**src/core/acr_pkg.sv**
```systemverilog
// Package for the converter control and result register block
package acr_pkg;

	// ********************************************************************
	// Register map
	// ********************************************************************
	localparam logic [2:0] ADDR_CONTROL_STATUS = 3'h0;
	localparam logic [2:0] ADDR_RESULT_HIGH    = 3'h1;
	localparam logic [2:0] ADDR_RESULT_LOW     = 3'h2;
	localparam logic [2:0] ADDR_IRQ_STATUS     = 3'h3;
	localparam logic [2:0] ADDR_IRQ_MASK       = 3'h4;
	localparam logic [2:0] ADDR_CONV_TIME      = 3'h5;

	// ********************************************************************
	// Fields
	// ********************************************************************
	localparam int CSR_DONE_BIT    = 7;
	localparam int CSR_SPEED_BIT   = 6;
	localparam int CSR_ON_BIT      = 5;
	localparam int CSR_SLOW_BIT    = 4;
	localparam int CSR_SEL_MSB     = 3;
	localparam int RESULT_WIDTH    = 10;
	localparam int REG_WIDTH       = 8;
	localparam int INPUT_COUNT     = 16;

	// ********************************************************************
	// Reset values and timing
	// ********************************************************************
	localparam logic [7:0] CSR_RESET       = 8'h00;
	localparam logic [7:0] RESULT_RESET    = 8'h00;
	localparam logic [7:0] IRQ_MASK_RESET  = 8'h00;
	localparam logic [7:0] CONV_TIME_RESET = 8'h0E;
	localparam real        CLK_FREQ_MHZ    = 100.0;
	localparam real        UNDIV_MAX_MHZ   = 4.0;
	localparam logic       UNDIV_ALLOWED   = (CLK_FREQ_MHZ <= UNDIV_MAX_MHZ);

	// ********************************************************************
	// Types
	// ********************************************************************
	typedef enum logic [1:0] {
		ACR_IDLE   = 2'b00,
		ACR_SAMPLE = 2'b01,
		ACR_DONE   = 2'b11
	} acr_state_t;

	typedef enum logic [1:0] {
		ACR_DIV2 = 2'b00,
		ACR_DIV1 = 2'b01,
		ACR_DIV4 = 2'b10
	} acr_div_t;

endpackage : acr_pkg

```
**src/core/acr_top.sv**
```systemverilog
// Converter control, status and result registers
//
// Our own choices: the strobed register port and the register addresses.
`timescale 1ns/1ps

// Contract
// [RQ1] The completion flag in bit 7 of the control/status register is set when a conversion ends and stays set until cleared.
// [RQ2] Reading the high result register or writing the control/status register clears the completion flag.
// [RQ3] Slow and speed 0,0 give clock divided by 2, 0,1 the undivided clock, 1,0 clock divided by 4; at the 100 MHz clock here 0,1 gives clock divided by 2.
// [RQ4] The undivided clock may only be used at 4 MHz or below, and software must not pick it above that.
// [RQ5] Slow and speed both set give clock divided by 2, as both cleared do.
// [RQ6] Clearing the on bit disables the converter and stops conversion; setting it enables and starts it.
// [RQ7] The four low control bits pick the analog input as a binary index from 0 to 15.
// [RQ8] The high result register returns result bits 9 to 2 in its bits 7 to 0.
// [RQ9] The low result register returns result bits 1 and 0 in bits 1:0 and reads zero above.
// [RQ10] Every control/status bit is read-write except the completion flag, which any write clears whatever value is written.
// [RQ11] Both result registers are loaded with the whole result in the cycle the completion flag is set.
module acr_top
	import acr_pkg::*;
(
	// Clock and reset
	input  wire logic        clk,
	input  wire logic        rst,
	// Register port
	input  wire logic [2:0]  reg_addr,
	input  wire logic [7:0]  reg_wdata,
	input  wire logic        reg_write,
	input  wire logic        reg_read,
	output logic      [7:0]  reg_rdata,
	// Analog converter side
	output logic             converter_on,
	output logic      [3:0]  input_select,
	output logic             conv_clk_en,
	output logic             sample_start,
	input  wire logic [9:0]  conv_data,
	// Interrupt
	output logic             irq
);

	// ********************************************************************
	// State
	// ********************************************************************
	typedef struct packed {
		acr_state_t  fsm;
		logic        done;
		logic        speed;
		logic        on;
		logic        slow;
		logic [3:0]  sel;
		logic [9:0]  result;
		logic [7:0]  count;
		logic [7:0]  conv_time;
		logic [1:0]  irq_status;
		logic [1:0]  irq_mask;
		logic [7:0]  rdata;
		logic        start;
	} acr_state_s_t;

	acr_state_s_t s_reg;
	acr_state_s_t s_next;
	acr_div_t     div_sel;
	logic         tick;
	logic         finish;
	logic         csr_wr;
	logic         high_rd;

	// ********************************************************************
	// Decoding
	// ********************************************************************
	function automatic acr_div_t pick_div(input logic slow, input logic speed);
		case ({slow, speed})
			2'b01:   pick_div = UNDIV_ALLOWED ? ACR_DIV1 : ACR_DIV2; // [RQ3] [RQ4]
			2'b10:   pick_div = ACR_DIV4; // [RQ3]
			default: pick_div = ACR_DIV2; // [RQ3] [RQ5]
		endcase
	endfunction : pick_div

	function automatic logic hit(input logic [2:0] addr, input logic [2:0] target);
		hit = (addr == target);
	endfunction : hit

	// Undivided rate is held back above 4 MHz since the analog side cannot follow
	assign div_sel = pick_div(s_reg.slow, s_reg.speed);

	acr_divider u_div (
		.clk     (clk),
		.rst     (rst),
		.run     (s_reg.on),
		.div_sel (div_sel),
		.tick    (tick)
	);

	assign csr_wr  = reg_write && hit(reg_addr, ADDR_CONTROL_STATUS);
	assign high_rd = reg_read && hit(reg_addr, ADDR_RESULT_HIGH);
	assign finish  = (s_reg.fsm == ACR_SAMPLE) && tick && (s_reg.count >= s_reg.conv_time);

	// ********************************************************************
	// Next state
	// ********************************************************************
	always_comb begin
		s_next       = s_reg;
		s_next.start = 1'b0;

		// Conversion sequencer, paced by the converter clock enable
		case (s_reg.fsm)
			ACR_IDLE: begin
				if (s_reg.on) begin
					s_next.fsm   = ACR_SAMPLE; // [RQ6]
					s_next.count = 8'h00;
					s_next.start = 1'b1;
				end
			end
			ACR_SAMPLE: begin
				if (tick) begin
					s_next.count = s_reg.count + 8'h01;
				end
				if (finish) begin
					s_next.fsm = ACR_DONE;
				end
			end
			ACR_DONE: begin
				// Continuous mode: next conversion starts straight away
				s_next.fsm   = ACR_SAMPLE;
				s_next.count = 8'h00;
				s_next.start = 1'b1;
			end
			default: begin
				s_next.fsm = ACR_IDLE;
			end
		endcase

		// Clears first so that a finishing conversion wins
		if (csr_wr || high_rd) begin
			s_next.done = 1'b0; // [RQ2]
		end
		if (csr_wr) begin
			s_next.speed = reg_wdata[CSR_SPEED_BIT]; // [RQ10]
			s_next.on    = reg_wdata[CSR_ON_BIT];
			s_next.slow  = reg_wdata[CSR_SLOW_BIT];
			s_next.sel   = reg_wdata[CSR_SEL_MSB:0]; // [RQ7]
		end
		if (reg_write && hit(reg_addr, ADDR_IRQ_STATUS)) begin
			s_next.irq_status = s_reg.irq_status & ~reg_wdata[1:0];
		end
		if (reg_write && hit(reg_addr, ADDR_IRQ_MASK)) begin
			s_next.irq_mask = reg_wdata[1:0];
		end
		if (reg_write && hit(reg_addr, ADDR_CONV_TIME)) begin
			s_next.conv_time = reg_wdata;
		end

		if (finish) begin
			s_next.done          = 1'b1; // [RQ1]
			s_next.result        = conv_data; // [RQ11]
			s_next.irq_status[0] = 1'b1;
		end

		// Turning off aborts the conversion in flight
		if (!s_next.on) begin
			s_next.fsm = ACR_IDLE; // [RQ6]
			if (s_reg.fsm != ACR_IDLE) begin
				s_next.irq_status[1] = 1'b1;
			end
		end

		// Read data stand for exactly the cycle after the strobe
		s_next.rdata = 8'h00;
		if (reg_read) begin
			case (reg_addr)
				ADDR_CONTROL_STATUS: s_next.rdata = {s_reg.done, s_reg.speed, s_reg.on, s_reg.slow, s_reg.sel};
				ADDR_RESULT_HIGH:    s_next.rdata = s_reg.result[9:2]; // [RQ8]
				ADDR_RESULT_LOW:     s_next.rdata = {6'h00, s_reg.result[1:0]}; // [RQ9]
				ADDR_IRQ_STATUS:     s_next.rdata = {6'h00, s_reg.irq_status};
				ADDR_IRQ_MASK:       s_next.rdata = {6'h00, s_reg.irq_mask};
				ADDR_CONV_TIME:      s_next.rdata = s_reg.conv_time;
				default:             s_next.rdata = 8'h00;
			endcase
		end
	end

	// ********************************************************************
	// Registers
	// ********************************************************************
	always_ff @(posedge clk) begin
		if (rst) begin
			s_reg            <= '0;
			s_reg.fsm        <= ACR_IDLE;
			s_reg.conv_time  <= CONV_TIME_RESET;
			s_reg.irq_mask   <= IRQ_MASK_RESET[1:0];
			s_reg.result     <= {RESULT_RESET, 2'b00};
		end else begin
			s_reg <= s_next;
		end
	end

	// ********************************************************************
	// Outputs
	// ********************************************************************
	assign reg_rdata    = s_reg.rdata;
	assign converter_on = s_reg.on; // [RQ6]
	assign input_select = s_reg.sel; // [RQ7]
	assign conv_clk_en  = tick;
	assign sample_start = s_reg.start;
	assign irq          = |(s_reg.irq_status & s_reg.irq_mask);

endmodule : acr_top

```
**src/core/acr_divider.sv**
```systemverilog
// Converter clock enable divider
`timescale 1ns/1ps
module acr_divider
	import acr_pkg::*;
(
	// Clock and reset
	input  wire logic     clk,
	input  wire logic     rst,
	// Control
	input  wire logic     run,
	input  wire acr_div_t div_sel,
	// Enable out
	output logic          tick
);

	// ********************************************************************
	// Divider state
	// ********************************************************************
	typedef struct packed {
		logic [1:0] count;
	} acr_div_state_t;

	acr_div_state_t state_reg;
	acr_div_state_t state_next;
	logic [1:0]     limit;

	always_comb begin
		state_next = state_reg;
		case (div_sel)
			ACR_DIV1: limit = 2'h0;
			ACR_DIV4: limit = 2'h3;
			default:  limit = 2'h1;
		endcase
		tick = run && (state_reg.count >= limit);
		if (!run || tick) begin
			state_next.count = 2'h0;
		end else begin
			state_next.count = state_reg.count + 2'h1;
		end
	end

	always_ff @(posedge clk) begin
		if (rst) begin
			state_reg <= '0;
		end else begin
			state_reg <= state_next;
		end
	end

endmodule : acr_divider

```
**config.mk**
```make
export PLATFORM = sky130hd
export DESIGN_NAME = acr_top
export DESIGN_NICKNAME = d
export VERILOG_FILES = /design/src/core/acr_pkg.sv /design/src/core/acr_top.sv /design/src/core/acr_divider.sv
export SDC_FILE = /design/constraint.sdc
export NUM_CORES = 1
export LEC_CHECK = 0
export BUFFER_PORTS_ARGS = -buffer_cell sky130_fd_sc_hd__buf_2
export CAP_MARGIN = 20
export CORE_MARGIN = 4
export CORE_UTILIZATION = 50
export DETAILED_ROUTE_END_ITERATION = 16
export PLACE_DENSITY_LB_ADDON = 0.2
export SLEW_MARGIN = 20
export SYNTH_ARGS = -nofsm -noshare
export SYNTH_HDL_FRONTEND = slang
export SYNTH_SLANG_ARGS = --single-unit
```
**constraint.sdc**
```tcl
create_clock -name clk -period 4.9 [get_ports clk]
set_clock_uncertainty 0.15 [all_clocks]
set_input_delay 0.735 -clock clk [delete_from_list [all_inputs] [get_ports clk]]
set_output_delay 0.735 -clock clk [all_outputs]
set_load 0.005 [all_outputs]
```
==> results of run 1 <==
-- final cells by class --
type                    count  area, um2
inverters                  11       41.3
flip-flops and latches     51       1020
fillers                   495       2250
well taps                  70       87.6
repair buffers             41        208
clock inverters             3       20.0
multi-input cells         202       1410
clock buffers               5       68.8
-- path summary, 6_finish.rpt --
path                                      start                            end  slack [ns]  cells after the start
setup / recovery         s_reg[45]$_SDFFE_PP0P_                    conv_clk_en        2.37                      5
hold / removal    u_div.state_reg[0]$_SDFF_PP0_  u_div.state_reg[0]$_SDFF_PP0_        0.32                      1
setup reg to reg         s_reg[21]$_SDFFE_PP0P_         s_reg[34]$_SDFFE_PP0P_        2.62                      8
hold reg to reg   u_div.state_reg[0]$_SDFF_PP0_  u_div.state_reg[0]$_SDFF_PP0_        0.32                      1
-- where the power goes --
group / internal, mW / leakage, nW / switching, mW
registers: 0.418 / 0.412 / 0.00329
clock network: 0.0996 / 0.0402 / 0.143
logic: 0.0238 / 0.723 / 0.0288
-- cell families (layout without fill, tap and decap cells) --
group | count (synthesis) | in the layout | share of synthesized area [%]
compound gates | 35 | 35 | 8.35
flops | 51 | 51 | 38.7
mux | 33 | 33 | 13.1
simple gates | 112 | 112 | 22.5
fa+ha+maj | 15 | 15 | 7.11
xor+xnor | 7 | 7 | 2.32
buf+inv | 38 | 60 | 7.97
-- per-layer routing --
metal | wire length (um) | share of wire, %
met3 | 211 | 4.0
met5 | 0 | 0
met2 | 2290 | 43
met4 | 63 | 1.2
met1 | 2760 | 52
-- Yosys cell counts, drive strengths merged, types with 2 or more instances --
cell | n | area [um2]
nor3 | 3 | 26.3
dfxtp | 51 | 1020
inv | 11 | 41.3
nand4 | 3 | 18.8
clkbuf | 9 | 33.8
ha | 15 | 188
a31oi | 2 | 12.5
nor2b | 2 | 12.5
mux2 | 2 | 22.5
o2111ai | 2 | 17.5
nand2 | 24 | 90.1
nor2 | 37 | 139
a21oi | 17 | 85.1
mux2i | 30 | 300
a22oi | 3 | 22.5
buf | 18 | 135
and3 | 4 | 25.0
nand2b | 22 | 138
or3 | 3 | 18.8
xor2 | 6 | 52.6
nand3b | 4 | 30.0
and3b | 2 | 17.5
a21o | 2 | 15.0
nor3b | 2 | 15.0
-- metrics by stage --
step / hold WS (ns) / utilization [%] / total power, mW
after detailed placement: 0.296 / 54.1 / 0.484
final: 0.317 / 55.9 / 0.716
after global routing: 0.332 / 55.9 / 0.745
after CTS: 0.319 / 55.9 / 0.722
after floorplan: 0.276 / - / 0.467
after global placement: 0.295 / 54.1 / 0.483
==> results.yml, run 1 <==
placement:
  dp_hpwl_um: 3970
  preCtsSetupSlack_ns: 2.42
  dp_cells: 375
  finalWeightedCongestion: 0.825
  io_buffers: 40
  place_area_um2: 2770
logic_synthesis:
  yosysWarnings: 0
  synth_edf_count: 0
  synth_area_um2: 2640
  ys_types: 44
  synth_ff_type: "dfxtp_1"
  synthCells: 291
  ys_seq_area_share_pct: 38.7
  ys_seq_elements: 51
  syn-num-nets: 331
  async_reset_ff_share_pct: 0
  syn_avg_cell_area_um2: 9.07
cells_and_area:
  finalInstanceArea_um2: 2850
  final_common_cell: "dfxtp_1"
  final_cell_mix: "dfxtp_1 (51), buf_2 (40), nor2_1 (37)"
  layout.nets: 352
  largest_register_ffs: 35
  finalNonFillerCells: 383
  drive_gt1_share_pct: 18.5
  syn_to_final_growth_pct: 8.16
  n_antenna_cell: 0
die:
  dieArea_um2: 6500
  ios: 41
  die_x_um: 80.6
  core_area_um2: 5110
  initial_core_util_pct: 51.7
  num_rows: 26
  die_h_um: 80.6
global_routing:
  grt_pass1_wl_um: 8780
  grt_busiest_layer: "met2"
  grt-ovfl-total: 0
  grt_max_degree: 49
  met2_usage_pct: 26.9
  track_usage_pct: 17.4
  grt_pass1_vias: 1854
  antenna_found_initial: 0
  use_met1_pct: 23.8
  met3_usage_pct: 3.70
route:
  ant_nets: 0
  routed_wl_um: 5320
  num_vias: 1958
  drt_iter0_markers: 133
  vias_per_cell: 5.11
  drc: 0
  drt_first_pass_iters: 4
  wl_per_cell_um: 13.9
power:
  vdd_drop_max_mv: 0.185
  powerDensity_nw_per_um2: 251
  leakagePower_nw: 1.17
timing:
  maxSlewViolCount: 0
  fin_crit_ns: 2.53
  relSlewSlack_pct: 50.3
  fmax_ghz: 0.395
  setup-violations-final: 0
  hold_viol: 0
  tightest_slew_ns: 0.745
  fin_tns_setup_ns: 0
  worst_slack_ns: 2.37
  grt_setup_unrepaired: "false"
  min_period_over_period_pct: 51.7
critical_path:
  crit_family: "flip-flops"
  endpoint_kind: "output pin"
  crit_path_max_fanout: 3
  max_stage_delay_ns: 0.33
  cp_slowest_cell: "dfxtp_1"
  critPathRequiredTime_ns: 4.01
  cp_num_buf_inv: 1
  critPathKind: "reg -> out"
  crit_chain: "nand2b_1, ha_1, a21oi_1, nor2_1, buf_2"
  crit_arrival_ns: 1.65
  worstSetupStartpointType: "flip-flop"
cts:
  cts-resized-gates: 0
  root_buffer: "clkbuf_8"
  post_cts_buffers: 0
  cts_made_buffers: 5
  h-tree-depth: 2
  cts_tree: "yes"
  clk_pin_slew_ns: 0.09
  cts_buffer_depth: 2
  cts_hold_buf: 0
  cts.sinks: 51
  insertion_delay_ns: 0.31
hold_path:
  worstHoldPathType: "reg -> reg"
status:
  run_status: "completed"
run:
  maxCapViolCount: 0
(Power assumes the default switching activity.)
==> run 2, diff against run 1 <==
- clock period: 4.9 -> 2.1 ns (I/O delays scaled with it)
==> run 2 against run 1 <==
Setup slack got worse by 2.3 ns. Via count increased by 1.2%. Register-to-register slack got worse by 2.5 ns. Die area unchanged. Combinational power increased to 2.6 times the previous value. Clock power increased by 140%. Utilization increased by 2.6 points. Sequential share of layout area decreased by 1.6 points. Cell area increased by 4.7%. Clock-buffer cell count increased by 1. Critical path type is now reg -> reg. Largest cell class unchanged. Highest routed layer unchanged.
==> results.yml, run 2 (same netlist as run 1, synthesis figures left out) <==
status:
  run_status: "completed"
cells_and_area:
  syn_to_final_growth_pct: 13.2
  finalInstanceArea_um2: 2990
  largest_register_ffs: 35
  finish.utilization_pct: 58.5
  final_common_cell: "dfxtp_1"
  drive_gt1_share_pct: 22.4
  n_antenna_cell: 0
  final_cell_mix: "dfxtp_1 (51), buf_2 (40), nor2_1 (37)"
  finalNonFillerCells: 392
  layout.nets: 362
die:
  die_x_um: 80.6
  die_h_um: 80.6
  initial_core_util_pct: 51.7
  num_rows: 26
  core_area_um2: 5110
  dieArea_um2: 6500
  ios: 41
route:
  drc: 0
  drt_iter0_markers: 124
  vias_per_cell: 5.06
  drt_first_pass_iters: 4
  wl_per_cell_um: 13.9
  routed_wl_um: 5460
  num_vias: 1982
  ant_nets: 0
power:
  p_sw_mw: 0.389
  leakagePower_nw: 1.24
  fin_total_pwr_mw: 1.69
  power_frac_comb_pct: 8.1
  clkPwrFrac_pct: 33.8
  powerDensity_nw_per_um2: 565
  vdd_drop_max_mv: 0.386
  p_int_mw: 1.30
  power_switching_share_pct: 23.1
  pwr-share-seq_pct: 58.1
placement:
  preCtsSetupSlack_ns: 0.0381
  finalWeightedCongestion: 0.854
  place_area_um2: 2860
  io_buffers: 40
  dp_hpwl_um: 4080
  dp_cells: 384
timing:
  relSlewSlack_pct: 69.7
  worst_slack_ns: 0.0839
  hold_viol: 0
  setup-violations-final: 0
  fin_crit_ns: 2.02
  tightest_slew_ns: 0.451
  fmax_ghz: 0.496
  maxSlewViolCount: 0
  min_period_over_period_pct: 96.0
cts:
  cts_buffer_depth: 2
  clk_pin_slew_ns: 0.09
  root_buffer: "clkbuf_8"
  h-tree-depth: 2
  cts.sinks: 51
  cts_hold_buf: 0
  cts_tree: "yes"
  cts_made_buffers: 5
  insertion_delay_ns: 0.30
critical_path:
  worstSetupStartpointType: "flip-flop"
  crit_family: "compound AO/OA/AOI/OAI gates"
  crit_chain: "inv_1, ha_1, nand2b_1, a2111oi_2, or3_4, a31oi_4, buf_12, mux2i_1"
  cp_num_buf_inv: 2
  critPathRequiredTime_ns: 2.14
  crit_path_max_fanout: 10
  r2r_setup_slack_ns: 0.08
  crit_arrival_ns: 2.06
  endpoint_kind: "flip-flop"
  cp_slowest_cell: "a2111oi_2"
  max_stage_delay_ns: 0.38
  r2r_cells: 8
  cp-endpoint: "s_reg[36]$_SDFFE_PP0P_"
  crit_start: "s_reg[21]$_SDFFE_PP0P_"
  worst-path-stages: 8
  reg2reg_from: "s_reg[21]$_SDFFE_PP0P_"
  critPathKind: "reg -> reg"
  r2r-end: "s_reg[36]$_SDFFE_PP0P_"
hold_path:
  worstHoldPathType: "in -> reg"
  hold_path_depth: 3
  hold_start: "reg_wdata[2]"
run:
  maxCapViolCount: 0
global_routing:
  grt_pass1_wl_um: 8780
  track_usage_pct: 17.6
  grt-ovfl-total: 0
  grt_pass1_vias: 1838
  antenna_found_initial: 0
  grt_max_degree: 48
## run 2: cell types whose count changed in the layout (fill, tap and decap cells not counted), sizes merged
cell and change:
clkbuf +1, clkinvlp -2, buf +10
## run 2: what timing repair did
item,4_1_cts,5_1_grt
buffers inserted,0,1
setup endpoints to repair,2,11
gates resized for setup,1,6
gates cloned,0,0
pin swaps,0,1
## run 2: tightest hold or removal path, delay by kind of cell
family                 cells  cell delay, ns
buffers and inverters      1            0.09
AND/OR/NAND/NOR            2            0.12
## run 2: per-stage QoR
stage | hold slack, ns | setup TNS, ns
3_3_place_gp | 0.297 | 0
6_report | 0.105 | 0
2_1_floorplan | 0.276 | 0
4_1_cts | 0.0972 | 0
5_1_grt | 0.102 | -0.0171
3_5_place_dp | 0.302 | 0
## run 2: metal layers
layer  share of wire [%]  wire [um]  vias up  track usage [%]
met1                  49       2650      904             24.7
met3                 6.2        336        3             4.04
met5                   0          0        -                0
met2                  45       2440       43             26.8
met4                0.49         27        0             5.07
li1                    -          -     1032                -
## run 2: worst min path at each step
stage	slack, ns	to
after floorplan	0.28	u_div.state_reg[0]$_SDFF_PP0_
after global placement	0.30	u_div.state_reg[0]$_SDFF_PP0_
after detailed placement	0.30	u_div.state_reg[0]$_SDFF_PP0_
after CTS	0.1	s_reg[16]$_SDFFE_PP1P_
after global routing	0.10	s_reg[17]$_SDFFE_PP0P_
final	0.10	s_reg[15]$_SDFFE_PP1P_
## run 2: cell type report
type | count | area (um2)
Timing Repair Buffer | 51 | 308
Clock inverter | 1 | 5.00
Inverter | 11 | 41.3
Fill cell | 483 | 2120
Clock buffer | 6 | 82.6
Multi-Input combinational cell | 202 | 1440
Tap cell | 70 | 87.6
Sequential cell | 51 | 1020
## run 2: power groups by stage
| stage | Sequential [mW] | Clock, mW | Combinational, mW |
|---|---|---|---|
| 2_1_floorplan | 1.00 | 0 | 0.0869 |
| 3_3_place_gp | 1.00 | 0 | 0.135 |
| 3_5_place_dp | 1.00 | 0 | 0.135 |
| 4_1_cts | 0.982 | 0.584 | 0.136 |
| 5_1_grt | 0.983 | 0.616 | 0.152 |
| 6_report | 0.982 | 0.570 | 0.137 |
==> run 3, diff against run 2 <==
- clock period: 2.1 -> 2.3 ns (I/O delays scaled with it)
==> run 3 against run 2 <==
Register-to-register slack better by 0.14 ns. Power rose by 3.2%. Non-clock buffer count fell by 6. Routed wire length is 2.4% lower. Critical path depth is 3 lower. Die area unchanged. Largest power group unchanged. Sequential share of layout area increased by 0.66 points. Global-route usage rose by 0.40 points. Sequential power decreased by 8.7%. Utilization shrank 1.1 points. Cell area is 1.9% lower. Setup slack better by 0.12 ns.
==> results.yml, run 3 (same netlist as run 1, synthesis figures left out) <==
die:
  dieArea_um2: 6500
  num_rows: 26
  die_h_um: 80.6
  core_area_um2: 5110
  ios: 41
  die_x_um: 80.6
  initial_core_util_pct: 51.7
cts:
  root_buffer: "clkbuf_8"
  post_cts_buffers: 0
  cts-resized-gates: 0
  cts_buffer_depth: 2
  h-tree-depth: 2
  cts.sinks: 51
  cts_made_buffers: 5
  cts_hold_buf: 0
  clk_pin_slew_ns: 0.09
  insertion_delay_ns: 0.30
  cts_tree: "yes"
critical_path:
  crit_start: "s_reg[45]$_SDFFE_PP0P_"
  r2r_setup_slack_ns: 0.22
  crit_arrival_ns: 1.60
  crit_path_max_fanout: 3
  endpoint_kind: "output pin"
  reg2reg_from: "s_reg[21]$_SDFFE_PP0P_"
  r2r_cells: 8
  critPathRequiredTime_ns: 1.80
  critPathKind: "reg -> out"
  worstSetupStartpointType: "flip-flop"
  r2r-end: "s_reg[35]$_SDFFE_PP0P_"
placement:
  io_buffers: 40
  finalWeightedCongestion: 0.834
  dp_hpwl_um: 3970
  preCtsSetupSlack_ns: 0.235
  dp_cells: 379
timing:
  grt_setup_unrepaired: "false"
  whs_ns: 0.128
  fmax_ghz: 0.477
  setup-violations-final: 0
  fin_crit_ns: 2.10
  maxSlewViolCount: 0
  worst_slack_ns: 0.203
  fin_tns_setup_ns: 0
  hold_viol: 0
  relSlewSlack_pct: 62.8
  tightest_slew_ns: 0.559
  min_period_over_period_pct: 91.2
cells_and_area:
  final_common_cell: "dfxtp_1"
  largest_register_ffs: 35
  final_cell_mix: "dfxtp_1 (51), buf_2 (40), nor2_1 (37)"
  n_fill_cell: 496
  drive_gt1_share_pct: 19.6
  syn_to_final_growth_pct: 11.1
  n_antenna_cell: 0
  layout.nets: 356
  finalNonFillerCells: 387
power:
  vdd_drop_max_mv: 0.350
  fin_total_pwr_mw: 1.74
  leakagePower_nw: 1.22
  powerDensity_nw_per_um2: 594
route:
  drt_first_pass_iters: 4
  ant_nets: 0
  routed_wl_um: 5330
  drc: 0
  wl_per_cell_um: 13.8
  vias_per_cell: 4.98
  drt_iter0_markers: 137
  num_vias: 1927
hold_path:
  hold_start: "reg_wdata[2]"
  hold_path_depth: 3
  holdPathEnd: "s_reg[15]$_SDFFE_PP1P_"
  worstHoldPathType: "in -> reg"
run:
  maxCapViolCount: 0
global_routing:
  grt_pass1_vias: 1899
  grt_pass1_wl_um: 9110
  grt_max_degree: 39
  grt-ovfl-total: 0
  antenna_found_initial: 0
  track_usage_pct: 18.0
status:
  run_status: "completed"
run 3: changes by cell type in the layout (fill, tap and decap cells not counted), sizes merged:
cell      change
buf           -6
bufinv        +2
clkbuf        -1
clkinv        -1
clkinvlp      +1
run 3: metal layers:
metal  GRT usage [%]  share of wire [%]  vias to the layer above
met3            3.59                4.5                        9
met5               0                  0                        -
met4            5.57                1.4                        0
met1            24.9                 50                      854
li1                -                  -                     1024
met2            28.1                 44                       40
run 3: final cells by class:
class / instances / area, um2 / share of cell area, %
multi-input cells: 202 / 1410 / 48.0
flip-flops and latches: 51 / 1020 / 34.8
repair buffers: 45 / 238 / 8.11
well taps: 70 / 87.6 / 2.99
clock buffers: 5 / 68.8 / 2.35
clock inverters: 3 / 67.6 / 2.30
inverters: 11 / 41.3 / 1.41
run 3: critical path, stage by stage (launching register included):
cell and delay (ns):
dfxtp_1 0.33, nand2b_1 0.15, ha_1 0.29, a21oi_1 0.30, nor2_1 0.10, buf_2 0.14
run 3: worst max path at each step:
stage | slack, ns | cells past startpoint | endpoint
2_1_floorplan | 0.32 | 8 | s_reg[29]$_SDFFE_PP0P_
3_3_place_gp | 0.32 | 8 | s_reg[29]$_SDFFE_PP0P_
3_5_place_dp | 0.24 | 8 | s_reg[35]$_SDFFE_PP0P_
4_1_cts | 0.18 | 5 | conv_clk_en
5_1_grt | 0.03 | 8 | s_reg[35]$_SDFFE_PP0P_
6_report | 0.20 | 5 | conv_clk_en
run 3: power by group:
group / switching (mW) / internal (mW) / leakage (nW) / total [mW]
registers: 0.00607 / 0.891 / 0.412 / 0.897
clock network: 0.294 / 0.434 / 0.0644 / 0.727
logic: 0.0646 / 0.0534 / 0.743 / 0.118
total: 0.364 / 1.38 / 1.22 / 1.74
run 3: stage by stage:
stage                     instance area (um2)  util, %
after global routing                     2930     57.4
after CTS                                2930     57.4
final                                    2930     57.4
after global placement                   2800     54.7
after detailed placement                 2800     54.7
after floorplan                          2640        -
